===== config.mk =====
export PLATFORM = sky130hd
export DESIGN_NAME = mct_timer
export DESIGN_NICKNAME = d
export VERILOG_FILES = /design/src/rtl/mct_pkg.sv /design/src/rtl/mct_timer.sv
export SDC_FILE = /design/constraint.sdc
export NUM_CORES = 1
export LEC_CHECK = 0
export BUFFER_PORTS_ARGS = -buffer_cell sky130_fd_sc_hd__buf_2
export CORE_ASPECT_RATIO = 0.75
export CORE_MARGIN = 3
export CORE_UTILIZATION = 55
export DETAILED_ROUTE_END_ITERATION = 7
export MAX_ROUTING_LAYER = met4
export PLACE_DENSITY = 0.81
export RECOVER_POWER = 25
export SETUP_SLACK_MARGIN = 0.15
export SLEW_MARGIN = 30
export SYNTH_ARGS = -nofsm -noshare
export SYNTH_HDL_FRONTEND = slang
export SYNTH_SLANG_ARGS = --single-unit

===== constraint.sdc =====
create_clock -name clk -period 5.15 [get_ports clk]
set_input_delay 1.03 -clock clk [delete_from_list [all_inputs] [get_ports clk]]
set_output_delay 1.03 -clock clk [all_outputs]
set_load 0.1 [all_outputs]

===== src/rtl/mct_pkg.sv =====
/*
  Package of the multi-channel timer: register offsets, field layouts,
  channel and slave modes, reset values and the variant feature table.
  Assumes a single timer clock and a plain address/strobe register port.
*/
package mct_pkg;

  // ****************************************************************
  // Variants and geometry
  // ****************************************************************
  typedef enum logic [2:0] {
    MCT_ADV, MCT_WIDE, MCT_NARROW, MCT_DUAL, MCT_SINGLE, MCT_BASIC
  } mct_variant_type;

  localparam int MCT_NCH = 4;
  localparam int MCT_AW = 8;
  localparam int MCT_DW = 32;
  localparam int MCT_PSC_W = 16;
  localparam int MCT_DT_W = 8;
  localparam int MCT_ST_W = 6;
  localparam int MCT_DMA_W = 5;

  // ****************************************************************
  // Register map
  // ****************************************************************
  localparam logic [7:0] MCT_A_CTRL = 8'h00;
  localparam logic [7:0] MCT_A_STATUS = 8'h04;
  localparam logic [7:0] MCT_A_MASK = 8'h08;
  localparam logic [7:0] MCT_A_CNT = 8'h0c;
  localparam logic [7:0] MCT_A_PSC = 8'h10;
  localparam logic [7:0] MCT_A_ARR = 8'h14;
  localparam logic [7:0] MCT_A_DEAD = 8'h18;
  localparam logic [7:0] MCT_A_DMAEN = 8'h1c;
  localparam logic [7:0] MCT_A_CHCFG = 8'h20;
  localparam logic [7:0] MCT_A_CCR0 = 8'h30;
  localparam logic [7:0] MCT_A_CCR_STEP = 8'h04;

  // Reset values and counter masks
  localparam logic [31:0] MCT_MASK_WIDE = 32'hffffffff;
  localparam logic [31:0] MCT_MASK_NARROW = 32'h0000ffff;
  localparam logic [31:0] MCT_ARR_RST = 32'hffffffff;
  localparam logic [15:0] MCT_PSC_RST = 16'h0000;
  localparam logic [7:0] MCT_DT_RST = 8'h00;

  // Status bit positions; channel flags follow the update flag
  localparam int MCT_ST_UPD = 0;
  localparam int MCT_ST_CC = 1;
  localparam int MCT_ST_TRG = 5;
  localparam int MCT_DMA_UPD = 0;
  localparam int MCT_DMA_CC = 1;

  // Control register layout, bit 0 is enable
  typedef struct packed {
    logic hall_en;
    logic [1:0] slave;
    logic freeze;
    logic opm;
    logic center;
    logic dir_down;
    logic enable;
  } mct_ctrl_type;

  // Per-channel configuration nibble
  typedef struct packed {
    logic pol;
    logic [2:0] mode;
  } mct_chcfg_type;

  localparam logic [2:0] MCT_M_OFF = 3'h0;
  localparam logic [2:0] MCT_M_CAP_RISE = 3'h1;
  localparam logic [2:0] MCT_M_CAP_FALL = 3'h2;
  localparam logic [2:0] MCT_M_TOGGLE = 3'h3;
  localparam logic [2:0] MCT_M_PWM = 3'h4;
  localparam logic [2:0] MCT_M_PWM_INV = 3'h5;
  localparam logic [2:0] MCT_M_LOW = 3'h6;
  localparam logic [2:0] MCT_M_HIGH = 3'h7;

  localparam logic [1:0] MCT_SLV_OFF = 2'h0;
  localparam logic [1:0] MCT_SLV_TRIG = 2'h1;
  localparam logic [1:0] MCT_SLV_EXT = 2'h2;
  localparam logic [1:0] MCT_SLV_ENC = 2'h3;

  // ****************************************************************
  // Variant feature table
  // ****************************************************************
  function automatic int mct_nch(mct_variant_type v);
    case (v)
      MCT_DUAL: return 2;
      MCT_SINGLE: return 1;
      MCT_BASIC: return 0;
      default: return MCT_NCH;
    endcase
  endfunction

  function automatic logic mct_wide(mct_variant_type v);
    return v == MCT_WIDE;
  endfunction

  // Advanced variant keeps the full general-purpose feature set
  function automatic logic mct_full(mct_variant_type v);
    return v == MCT_ADV || v == MCT_WIDE || v == MCT_NARROW;
  endfunction

  function automatic logic mct_dma(mct_variant_type v);
    return mct_full(v) || v == MCT_BASIC;
  endfunction

endpackage


===== src/rtl/mct_timer.sv =====
/*
  Multi-channel timer: prescaled auto-reload counter, up to four
  capture/compare channels, complementary outputs with dead time,
  encoder and hall inputs, sync link, DMA requests and an interrupt.
  Assumes trig_in and debug_halt come from logic on clk; ch_in are pins.
*/
// Decided for this implementation: the address-and-strobe port and the address map.
// Functional notes
// - Wide variant counts on 32 bits, all other variants on 16 bits.
// - A 16-bit prescaler divides the clock by 1 up to 65536.
// - Full and advanced count up, down or center; reduced ones only up.
// - Full and advanced variants have four channels, each capture, compare, PWM, one-pulse.
// - PWM runs edge-aligned or center-aligned.
// - Advanced variant drives complementary outputs with programmable dead time.
// - Advanced PWM reaches every duty from fully off to fully on.
// - Trigger link in and out lets timers start together or chain.
// - Full and advanced variants raise a DMA request per channel event.
// - Full variants decode quadrature encoder inputs into up or down steps.
// - Full variants take three hall sensor inputs.
// - Counter stops while debug halt is high and freezing is selected.
// - Reduced variants have two or one channels and no DMA.
// - Basic variant is a 16-bit upcounter without channels but with DMA.
// - Reduced variants can start on a trigger or run alone.
// - Advanced variant has the general-purpose feature set too.
`timescale 1ns/1ps
module mct_timer
  import mct_pkg::*;
#(
  parameter mct_variant_type VARIANT = MCT_ADV
) (
  input wire logic clk,
  input wire logic reset,
  input wire logic [MCT_AW-1:0] addr,
  input wire logic [MCT_DW-1:0] wdata,
  input wire logic wr,
  input wire logic rd,
  output logic [MCT_DW-1:0] rdata,
  input wire logic [MCT_NCH-1:0] ch_in,
  input wire logic debug_halt,
  input wire logic trig_in,
  output logic [MCT_NCH-1:0] oc_out,
  output logic [MCT_NCH-1:0] oc_n_out,
  output logic trig_out,
  output logic [MCT_DMA_W-1:0] dma_req,
  output logic irq
);

  localparam int NCH = mct_nch(VARIANT);
  localparam logic FULL = mct_full(VARIANT);
  localparam logic DMA = mct_dma(VARIANT);
  localparam logic COMPL = VARIANT == MCT_ADV;
  localparam logic [31:0] CMASK = mct_wide(VARIANT) ? MCT_MASK_WIDE : MCT_MASK_NARROW;

  // ****************************************************************
  // Pin synchronisers
  // ****************************************************************
  logic [MCT_NCH-1:0] s1_ff, s2_ff, s3_ff, flt_ff, flt_prev_ff, trig_prev_ff;
  logic [MCT_NCH-1:0] nxt_s1_ff, nxt_s2_ff, nxt_s3_ff, nxt_flt_ff;
  logic nxt_trig_prev_ff, trig_rise, hall_chg;

  // A pin change counts only once stages two and three agree
  always_comb begin
    nxt_s1_ff = ch_in;
    nxt_s2_ff = s1_ff;
    nxt_s3_ff = s2_ff;
    nxt_flt_ff = (~(s2_ff ^ s3_ff) & s3_ff) | ((s2_ff ^ s3_ff) & flt_ff);
    nxt_trig_prev_ff = trig_in;
  end

  always_ff @(posedge clk) begin
    if (reset) begin
      s1_ff <= '0;
      s2_ff <= '0;
      s3_ff <= '0;
      flt_ff <= '0;
      flt_prev_ff <= '0;
      trig_prev_ff <= '0;
    end else begin
      s1_ff <= nxt_s1_ff;
      s2_ff <= nxt_s2_ff;
      s3_ff <= nxt_s3_ff;
      flt_ff <= nxt_flt_ff;
      flt_prev_ff <= flt_ff;
      trig_prev_ff <= {3'h0, nxt_trig_prev_ff};
    end
  end

  assign trig_rise = trig_in & ~trig_prev_ff[0];

  // ****************************************************************
  // Register state
  // ****************************************************************
  mct_ctrl_type ctrl_ff, nxt_ctrl_ff;
  mct_chcfg_type [MCT_NCH-1:0] chcfg_ff, nxt_chcfg_ff;
  logic [MCT_ST_W-1:0] st_ff, nxt_st_ff, mask_ff, nxt_mask_ff, ev;
  logic [31:0] cnt_ff, nxt_cnt_ff, arr_ff, nxt_arr_ff;
  logic [31:0] ccr_ff [MCT_NCH];
  logic [31:0] nxt_ccr_ff [MCT_NCH];
  logic [MCT_PSC_W-1:0] psc_ff, nxt_psc_ff, psc_cnt_ff, nxt_psc_cnt_ff;
  logic [MCT_DT_W-1:0] dead_ff, nxt_dead_ff;
  logic [MCT_DMA_W-1:0] dmaen_ff, nxt_dmaen_ff, dma_ff, nxt_dma_ff;
  logic [MCT_DW-1:0] rdata_ff, nxt_rdata_ff;
  logic dir_dn_ff, nxt_dir_dn_ff, irq_ff, nxt_irq_ff, trig_out_ff, nxt_trig_out_ff;
  logic [MCT_NCH-1:0] cap_ev, cmp_ev;
  logic [1:0] slv;
  logic run, psc_tick, step, step_dn, upd, down, center, cnt_wr;

  // Hall mode folds the first three inputs into one change event
  assign hall_chg = FULL && ctrl_ff.hall_en && (^flt_ff[2:0] != ^flt_prev_ff[2:0]);
  assign cnt_wr = wr && (addr == MCT_A_CNT);

  // ****************************************************************
  // Prescaler and count steps
  // ****************************************************************
  // Encoder mode exists only on full variants; others fall back to internal
  always_comb begin
    slv = (!FULL && ctrl_ff.slave == MCT_SLV_ENC) ? MCT_SLV_OFF : ctrl_ff.slave;
    run = ctrl_ff.enable && !(ctrl_ff.freeze && debug_halt);
    nxt_psc_cnt_ff = psc_cnt_ff;
    psc_tick = 1'b0;
    step = 1'b0;
    step_dn = 1'b0;
    if (run && (slv == MCT_SLV_OFF || slv == MCT_SLV_TRIG)) begin
      if (psc_cnt_ff >= psc_ff) begin
        nxt_psc_cnt_ff = '0;
        psc_tick = 1'b1;
      end else begin
        nxt_psc_cnt_ff = psc_cnt_ff + 16'h0001;
      end
    end
    case (slv)
      MCT_SLV_EXT: step = run && trig_rise;
      MCT_SLV_ENC: begin
        // A-leads-B counts up; both inputs changing at once is ignored
        step = run && ((flt_ff[0] ^ flt_prev_ff[0]) ^ (flt_ff[1] ^ flt_prev_ff[1]));
        step_dn = (flt_ff[0] ^ flt_prev_ff[0]) ? (flt_ff[0] == flt_ff[1])
                                                : (flt_ff[0] != flt_ff[1]);
      end
      default: step = psc_tick;
    endcase
    // Writing the prescaler restarts the division cleanly
    if (wr && addr == MCT_A_PSC) begin
      nxt_psc_cnt_ff = '0;
    end
  end

  always_ff @(posedge clk) begin
    if (reset) begin
      psc_cnt_ff <= '0;
    end else begin
      psc_cnt_ff <= nxt_psc_cnt_ff;
    end
  end

  // ****************************************************************
  // Counter, registers, flags, DMA and read port
  // ****************************************************************
  always_comb begin
    nxt_ctrl_ff = ctrl_ff;
    nxt_chcfg_ff = chcfg_ff;
    nxt_mask_ff = mask_ff;
    nxt_cnt_ff = cnt_ff;
    nxt_arr_ff = arr_ff;
    nxt_psc_ff = psc_ff;
    nxt_dead_ff = dead_ff;
    nxt_dmaen_ff = dmaen_ff;
    nxt_ccr_ff = ccr_ff;
    nxt_dir_dn_ff = dir_dn_ff;
    nxt_rdata_ff = '0;
    upd = 1'b0;
    center = FULL && ctrl_ff.center && slv != MCT_SLV_ENC;
    if (slv == MCT_SLV_ENC) begin
      down = step_dn;
    end else if (center) begin
      down = dir_dn_ff;
    end else begin
      down = FULL && ctrl_ff.dir_down;
    end
    if (step) begin
      nxt_dir_dn_ff = down;
      if (!down) begin
        if (cnt_ff >= arr_ff) begin
          upd = 1'b1;
          if (center) begin
            nxt_dir_dn_ff = 1'b1;
            nxt_cnt_ff = (arr_ff - 32'h1) & CMASK;
          end else begin
            nxt_cnt_ff = '0;
          end
        end else begin
          nxt_cnt_ff = (cnt_ff + 32'h1) & CMASK;
        end
      end else begin
        if (cnt_ff == '0) begin
          upd = 1'b1;
          if (center) begin
            nxt_dir_dn_ff = 1'b0;
            nxt_cnt_ff = 32'h1;
          end else begin
            nxt_cnt_ff = arr_ff;
          end
        end else begin
          nxt_cnt_ff = (cnt_ff - 32'h1) & CMASK;
        end
      end
    end
    // One-pulse stops at the update; a trigger starts a waiting timer
    if (upd && ctrl_ff.opm) begin
      nxt_ctrl_ff.enable = 1'b0;
    end
    if (slv == MCT_SLV_TRIG && trig_rise) begin
      nxt_ctrl_ff.enable = 1'b1;
    end
    // Software writes; register data written by software wins over counting
    if (wr) begin
      if (addr == MCT_A_CTRL) begin
        nxt_ctrl_ff = mct_ctrl_type'(wdata[7:0]);
      end else if (addr == MCT_A_MASK) begin
        nxt_mask_ff = wdata[MCT_ST_W-1:0];
      end else if (addr == MCT_A_CNT) begin
        nxt_cnt_ff = wdata & CMASK;
      end else if (addr == MCT_A_PSC) begin
        nxt_psc_ff = wdata[MCT_PSC_W-1:0];
      end else if (addr == MCT_A_ARR) begin
        nxt_arr_ff = wdata & CMASK;
      end else if (addr == MCT_A_DEAD) begin
        nxt_dead_ff = wdata[MCT_DT_W-1:0];
      end else if (addr == MCT_A_DMAEN) begin
        nxt_dmaen_ff = wdata[MCT_DMA_W-1:0];
      end else if (addr == MCT_A_CHCFG) begin
        nxt_chcfg_ff = wdata[15:0];
      end
    end
    for (int i = 0; i < MCT_NCH; i++) begin
      if (wr && addr == MCT_A_CCR0 + 8'(i) * MCT_A_CCR_STEP) begin
        nxt_ccr_ff[i] = wdata & CMASK;
      end
      if (cap_ev[i]) begin
        nxt_ccr_ff[i] = cnt_ff;
      end
    end
    // Sticky flags: an event in the clearing cycle survives
    ev = '0;
    ev[MCT_ST_UPD] = upd;
    ev[MCT_ST_CC +: MCT_NCH] = cap_ev | cmp_ev;
    ev[MCT_ST_TRG] = trig_rise | hall_chg;
    nxt_st_ff = st_ff;
    if (wr && addr == MCT_A_STATUS) begin
      nxt_st_ff = st_ff & ~wdata[MCT_ST_W-1:0];
    end
    nxt_st_ff = nxt_st_ff | ev;
    nxt_irq_ff = |(nxt_st_ff & nxt_mask_ff);
    nxt_trig_out_ff = upd;
    nxt_dma_ff = '0;
    if (DMA) begin
      nxt_dma_ff[MCT_DMA_UPD] = upd && dmaen_ff[MCT_DMA_UPD];
      nxt_dma_ff[MCT_DMA_CC +: MCT_NCH] = (cap_ev | cmp_ev)
                                          & dmaen_ff[MCT_DMA_CC +: MCT_NCH];
    end
    // Read port; unmapped addresses read zero
    if (rd) begin
      if (addr == MCT_A_CTRL) begin
        nxt_rdata_ff = {24'h0, ctrl_ff};
      end else if (addr == MCT_A_STATUS) begin
        nxt_rdata_ff = {26'h0, st_ff};
      end else if (addr == MCT_A_MASK) begin
        nxt_rdata_ff = {26'h0, mask_ff};
      end else if (addr == MCT_A_CNT) begin
        nxt_rdata_ff = cnt_ff;
      end else if (addr == MCT_A_PSC) begin
        nxt_rdata_ff = {16'h0, psc_ff};
      end else if (addr == MCT_A_ARR) begin
        nxt_rdata_ff = arr_ff;
      end else if (addr == MCT_A_DEAD) begin
        nxt_rdata_ff = {24'h0, dead_ff};
      end else if (addr == MCT_A_DMAEN) begin
        nxt_rdata_ff = {27'h0, dmaen_ff};
      end else if (addr == MCT_A_CHCFG) begin
        nxt_rdata_ff = {15'h0, dir_dn_ff, chcfg_ff};
      end else begin
        for (int i = 0; i < MCT_NCH; i++) begin
          if (addr == MCT_A_CCR0 + 8'(i) * MCT_A_CCR_STEP) begin
            nxt_rdata_ff = ccr_ff[i];
          end
        end
      end
    end
  end

  always_ff @(posedge clk) begin
    if (reset) begin
      ctrl_ff <= '0;
      chcfg_ff <= '0;
      st_ff <= '0;
      mask_ff <= '0;
      cnt_ff <= '0;
      arr_ff <= MCT_ARR_RST & CMASK;
      psc_ff <= MCT_PSC_RST;
      dead_ff <= MCT_DT_RST;
      dmaen_ff <= '0;
      ccr_ff <= '{default: '0};
      dir_dn_ff <= 1'b0;
      rdata_ff <= '0;
      irq_ff <= 1'b0;
      trig_out_ff <= 1'b0;
      dma_ff <= '0;
    end else begin
      ctrl_ff <= nxt_ctrl_ff;
      chcfg_ff <= nxt_chcfg_ff;
      st_ff <= nxt_st_ff;
      mask_ff <= nxt_mask_ff;
      cnt_ff <= nxt_cnt_ff;
      arr_ff <= nxt_arr_ff;
      psc_ff <= nxt_psc_ff;
      dead_ff <= nxt_dead_ff;
      dmaen_ff <= nxt_dmaen_ff;
      ccr_ff <= nxt_ccr_ff;
      dir_dn_ff <= nxt_dir_dn_ff;
      rdata_ff <= nxt_rdata_ff;
      irq_ff <= nxt_irq_ff;
      trig_out_ff <= nxt_trig_out_ff;
      dma_ff <= nxt_dma_ff;
    end
  end

  assign rdata = rdata_ff;
  assign irq = irq_ff;
  assign trig_out = trig_out_ff;
  assign dma_req = dma_ff;

  // ****************************************************************
  // Channels: capture, compare, PWM and dead time
  // ****************************************************************
  for (genvar i = 0; i < MCT_NCH; i++) begin : g_ch
    mct_chcfg_type cfg;
    logic act, outm, rise, fall, ref_ff, nxt_ref_ff, oc_ff, nxt_oc_ff, ocn_ff, nxt_ocn_ff;
    logic [MCT_DT_W-1:0] dt_ff, nxt_dt_ff;

    assign cfg = chcfg_ff[i];
    assign act = i < NCH;
    assign outm = cfg.mode >= MCT_M_TOGGLE;
    assign rise = flt_ff[i] & ~flt_prev_ff[i];
    assign fall = ~flt_ff[i] & flt_prev_ff[i];
    // Hall change captures on the first channel in either capture mode
    assign cap_ev[i] = act && ((cfg.mode == MCT_M_CAP_RISE && rise)
                       || (cfg.mode == MCT_M_CAP_FALL && fall)
                       || (i == 0 && hall_chg && !outm && cfg.mode != MCT_M_OFF));
    assign cmp_ev[i] = act && outm && step && cnt_ff == ccr_ff[i];

    // Reference waveform, then the dead-time gap on complementary pairs
    always_comb begin
      case (cfg.mode)
        MCT_M_TOGGLE: nxt_ref_ff = ref_ff ^ cmp_ev[i];
        MCT_M_PWM: nxt_ref_ff = cnt_ff < ccr_ff[i];
        MCT_M_PWM_INV: nxt_ref_ff = !(cnt_ff < ccr_ff[i]);
        MCT_M_HIGH: nxt_ref_ff = 1'b1;
        default: nxt_ref_ff = 1'b0;
      endcase
      nxt_dt_ff = dt_ff;
      nxt_oc_ff = 1'b0;
      nxt_ocn_ff = 1'b0;
      if (act && outm) begin
        if (!COMPL) begin
          nxt_oc_ff = nxt_ref_ff ^ cfg.pol;
        end else if (nxt_ref_ff != ref_ff && dead_ff != '0) begin
          nxt_dt_ff = dead_ff - 8'h01;
          nxt_oc_ff = cfg.pol;
          nxt_ocn_ff = cfg.pol;
        end else if (dt_ff != '0) begin
          nxt_dt_ff = dt_ff - 8'h01;
          nxt_oc_ff = cfg.pol;
          nxt_ocn_ff = cfg.pol;
        end else begin
          nxt_oc_ff = nxt_ref_ff ^ cfg.pol;
          nxt_ocn_ff = !nxt_ref_ff ^ cfg.pol;
        end
      end
    end

    always_ff @(posedge clk) begin
      if (reset) begin
        ref_ff <= 1'b0;
        dt_ff <= '0;
        oc_ff <= 1'b0;
        ocn_ff <= 1'b0;
      end else begin
        ref_ff <= nxt_ref_ff;
        dt_ff <= nxt_dt_ff;
        oc_ff <= nxt_oc_ff;
        ocn_ff <= nxt_ocn_ff;
      end
    end

    assign oc_out[i] = oc_ff;
    assign oc_n_out[i] = ocn_ff;

    a_dead_gap: assert property (@(posedge clk) disable iff (reset)
      (COMPL && act && outm && nxt_ref_ff != ref_ff && dead_ff != '0) |=> (oc_ff == ocn_ff))
      else $error("complementary pair not held inactive during dead time");
    a_pwm_full: assert property (@(posedge clk) disable iff (reset)
      (cfg.mode == MCT_M_PWM && ccr_ff[i] > arr_ff && cnt_ff <= arr_ff) |=> ref_ff)
      else $error("full duty PWM reference dropped");
  end

  // ****************************************************************
  // Checks
  // ****************************************************************
  a_cnt_width: assert property (@(posedge clk) disable iff (reset)
    (cnt_ff & ~CMASK) == '0)
    else $error("counter exceeds variant width");
  a_psc_divide: assert property (@(posedge clk) disable iff (reset)
    (psc_tick && psc_ff == 16'h0003 && !wr)
      ##1 (run && !wr && (slv == MCT_SLV_OFF || slv == MCT_SLV_TRIG))[*4] |-> psc_tick)
    else $error("prescaler by four missed its tick");
  a_up_only: assert property (@(posedge clk) disable iff (reset)
    !FULL |-> !dir_dn_ff)
    else $error("reduced variant counted down");
  a_upd_reload: assert property (@(posedge clk) disable iff (reset)
    (step && !down && !center && cnt_ff >= arr_ff && !cnt_wr)
      |=> (cnt_ff == '0 && st_ff[MCT_ST_UPD] && trig_out_ff))
    else $error("up overflow did not reload and flag update");
  a_capture_latch: assert property (@(posedge clk) disable iff (reset)
    cap_ev[0] |=> (ccr_ff[0] == $past(cnt_ff) && st_ff[MCT_ST_CC]))
    else $error("capture did not latch counter");
  a_freeze_hold: assert property (@(posedge clk) disable iff (reset)
    (ctrl_ff.freeze && debug_halt && !cnt_wr) |=> $stable(cnt_ff))
    else $error("counter moved while frozen");
  a_no_dma: assert property (@(posedge clk) disable iff (reset)
    !DMA |-> dma_ff == '0)
    else $error("DMA request from variant without DMA");
  a_trig_start: assert property (@(posedge clk) disable iff (reset)
    (slv == MCT_SLV_TRIG && trig_rise && !(wr && addr == MCT_A_CTRL)) |=> ctrl_ff.enable)
    else $error("trigger did not start the counter");

endmodule // mct_timer


==> run summary <==
clock tree sinks - 362
IO Pins - 97
Post-synth ARST share - 0
worst skew pair latency - 0.56 ns
Critical R2R Launch - cnt_ff[11]
# H-tree levels - 2
most common cell after layout, fill and taps aside - dfxtp_1
Crit Path Max Fanout - 11
vias - 21.3k
PD cells - 254 nW/µm²
total setup buffers inserted after CTS - 0
fin. max-slew vios - 49
Via density - 6.55
grt ovf - 0
final worst slack - 0.845 ns
Post-synth EDFFs - 0
Post-Syn Area - 21,500 µm²
Worst Path Class, Setup - flop to flop
net switching power - 1.39 mW
commonest cells after routing, fill and taps aside - dfxtp_1 (362), nand2_1 (289), nor2_1 (268)
dpl hpwl - 52,200 µm
Clock Power Share - 0.493
Starting Density - 0.560
Core Box Area - 38,400 µm²
Cell variety after synth - 82
syn_nets - 2,944
initial antenna violation count - 2
critical path launch point type - flop
Max IR drop VDD - 0.192 mV
layout cells sized above 1 - 0.0653
area delta synth->final - 9.61%
number of global-route vias before repair - 19.7k
Pint - 4.58 mW
Yosys Warn Count - 0
TritonCTS clock tree - built
cts hold-fix bufs - 0
RSZ-0062 raised after global routing - false
Worst setup startpoint - cnt_ff[11]
status - finished with violations
drt total wl - 73,200 µm
Hold Crit Endpoint - nxt_s3_ff[3]
violated checks - capacitance limit, slew limit
Root Buffer Master - clkbuf_16
Avg Synthesized Cell Area - 7.91 µm²
Critical Path End Type - flop
Static Leakage - 8.84 nW
placed inst area - 22,300 µm²
DR pass1 iterations - 6
first-pass GRT wire length - 113,000 µm
CTS buffer count - 39
Worst Reg2Reg Path Length in Cells - 11
GPL Wtd Cong - 0.997
total negative setup slack - 0 ns
Wirelength per Cell - 22.5 µm
post-place setup slack - 0.873 ns
# rows - 62
final instance area - 23,600 µm²
initial DRC count - 3,061
gr usage total - 0.355
MaxCap Viol Count - 1
register share of total power - 0.471
IO buf count - 80
combinational power share - 0.036
drt drc - 0
sequential area share after synthesis - 0.337
Req. time, crit path - 5.65 ns
largest net degree at the start of global routing - 169
R2R Setup Slk - 0.84 ns
worst rel slew slack - -0.656
#FFs+latches synth - 362
post-cts repair resize count - 0
Final Critical Period - 4.31 ns
CP arrival - 4.81 ns
Clock Pin Slew Worst Setup and Hold Paths - 0.06 ns
Die Y - 177 µm
final setup vio count - 0
Multi-input gate area - 12,900 µm²
NumNets Final - 2,936
antenna-violating nets left - 0
Die ar. - 41,500 µm²
clk_skew - 0.0287 ns
Sw Ratio - 0.233
reg2reg end - g_ch[1].dt_ff[1]
min-delay worst type - flop to flop
Die W - 234 µm
worst hold slack - 0.436 ns
period utilization - 0.836
Clock Path Buffers - 3
# fillers - 3,352
ys flop type - dfxtp_1
Tightest Pin Transition - 2.48 ns
Fin. Hold Viols - 0
post-layout util - 0.614
min-delay src - nxt_s2_ff[3]
FMAX - 232 MHz
FF+latch area - 7250 µm²
Synth Instances - 2,720
hold depth - 1
-- cell usage after synthesis, drive strengths merged (32+ instances only) --
cell	instances	area share
nand3	136	0.032
dfxtp	362	0.34
o21ai	77	0.018
a211oi	53	0.019
nor2	273	0.048
a311oi	32	0.013
a31oi	40	0.012
and2	32	0.0093
nor3	71	0.017
a21oi	200	0.047
mux2i	85	0.040
a22oi	97	0.034
xnor2	37	0.015
ha	174	0.10
inv	196	0.034
nand4	42	0.012
xor2	32	0.013
nand2	289	0.050
clkbuf	146	0.025
buf	35	0.0086
-- registers in the layout, summed over array words and instances (netlist names), 2 cells and up, named ones only --
register / flops
nxt_s3_ff: 4
psc_ff: 16
cnt_ff: 32
mask_ff: 6
arr_ff: 16
dma_req: 5
st_ff: 6
dead_ff: 8
s3_ff: 4
slv: 2
ccr_ff: 128
g_ch.dt_ff: 32
g_ch.oc_ff: 4
flt_prev_ff: 4
g_ch.ocn_ff: 4
g_ch.ref_ff: 4
chcfg_ff: 16
psc_cnt_ff: 16
nxt_s2_ff: 4
rdata: 32
ctrl_ff: 6
dmaen_ff: 5
-- power groups by stage --
stage / clock [mW] / sequential, mW / combinational [mW]
after global placement: 0 / 2.88 / 0.202
final: 2.95 / 2.81 / 0.216
after detailed placement: 0 / 2.88 / 0.206
after floorplan: 0 / 2.88 / 0.128
after global routing: 3.08 / 2.81 / 0.225
after CTS: 2.96 / 2.81 / 0.207
-- critical path, stage by stage (launching register included) --
cell	delay (ns)
dfxtp_1	0.57
ha_1	0.33
a21oi_1	0.17
o21ai_0	0.13
a221oi_1	0.53
o21ai_0	0.36
a21oi_1	0.42
xnor3_1	0.31
o21ai_2	0.35
nand2_1	0.33
a2111oi_0	0.60
a31o_1	0.17
-- cells by family after synthesis --
kind of cell | share of synthesized area
AO/OA/AOI/OAI | 0.215
XOR/XNOR | 0.0303
adder cells (fa/ha/maj) | 0.101
buffers and inverters | 0.0684
flip-flops | 0.337
multiplexers | 0.0406
AND/OR/NAND/NOR | 0.208
-- metal layers --
| metal | part of all wire | vias to the layer above | wire [µm] | track usage |
|---|---|---|---|---|
| li1 | - | 9723 | - | - |
| met1 | 0.42 | 10000 | 30600 | 0.493 |
| met2 | 0.41 | 1363 | 30300 | 0.505 |
| met3 | 0.13 | 193 | 9800 | 0.0869 |
| met4 | 0.033 | 0 | 2440 | 0.116 |
| met5 | 0 | - | 0 | - |
-- how the worst max path moves through the flow --
| stage | endpoint | depth (start not counted) |
|---|---|---|
| after floorplan | g_ch[0].dt_ff[6] | 11 |
| after global placement | g_ch[1].dt_ff[1] | 11 |
| after detailed placement | g_ch[1].dt_ff[1] | 11 |
| after CTS | g_ch[1].dt_ff[1] | 11 |
| after global routing | g_ch[1].dt_ff[1] | 11 |
| final | g_ch[1].dt_ff[1] | 11 |
-- metrics by stage --
stage               cells  power (mW)
global route         3253        6.12
floorplan            2720        3.00
global placement     3183        3.08
finish               3253        5.97
detailed placement   3183        3.08
CTS                  3252        5.98
-- final cells by class --
| cell class | instances | share of cell area |
|---|---|---|
| diodes | 1 | 0.000106 |
| clock buffers | 55 | 0.0491 |
| clock inverters | 14 | 0.00722 |
| inverters | 197 | 0.0314 |
| multi-input cells | 1980 | 0.546 |
| flip-flops and latches | 362 | 0.307 |
| well taps | 512 | 0.0272 |
| repair buffers | 132 | 0.0316 |
Note: power is estimated with default switching activity, not from simulation.
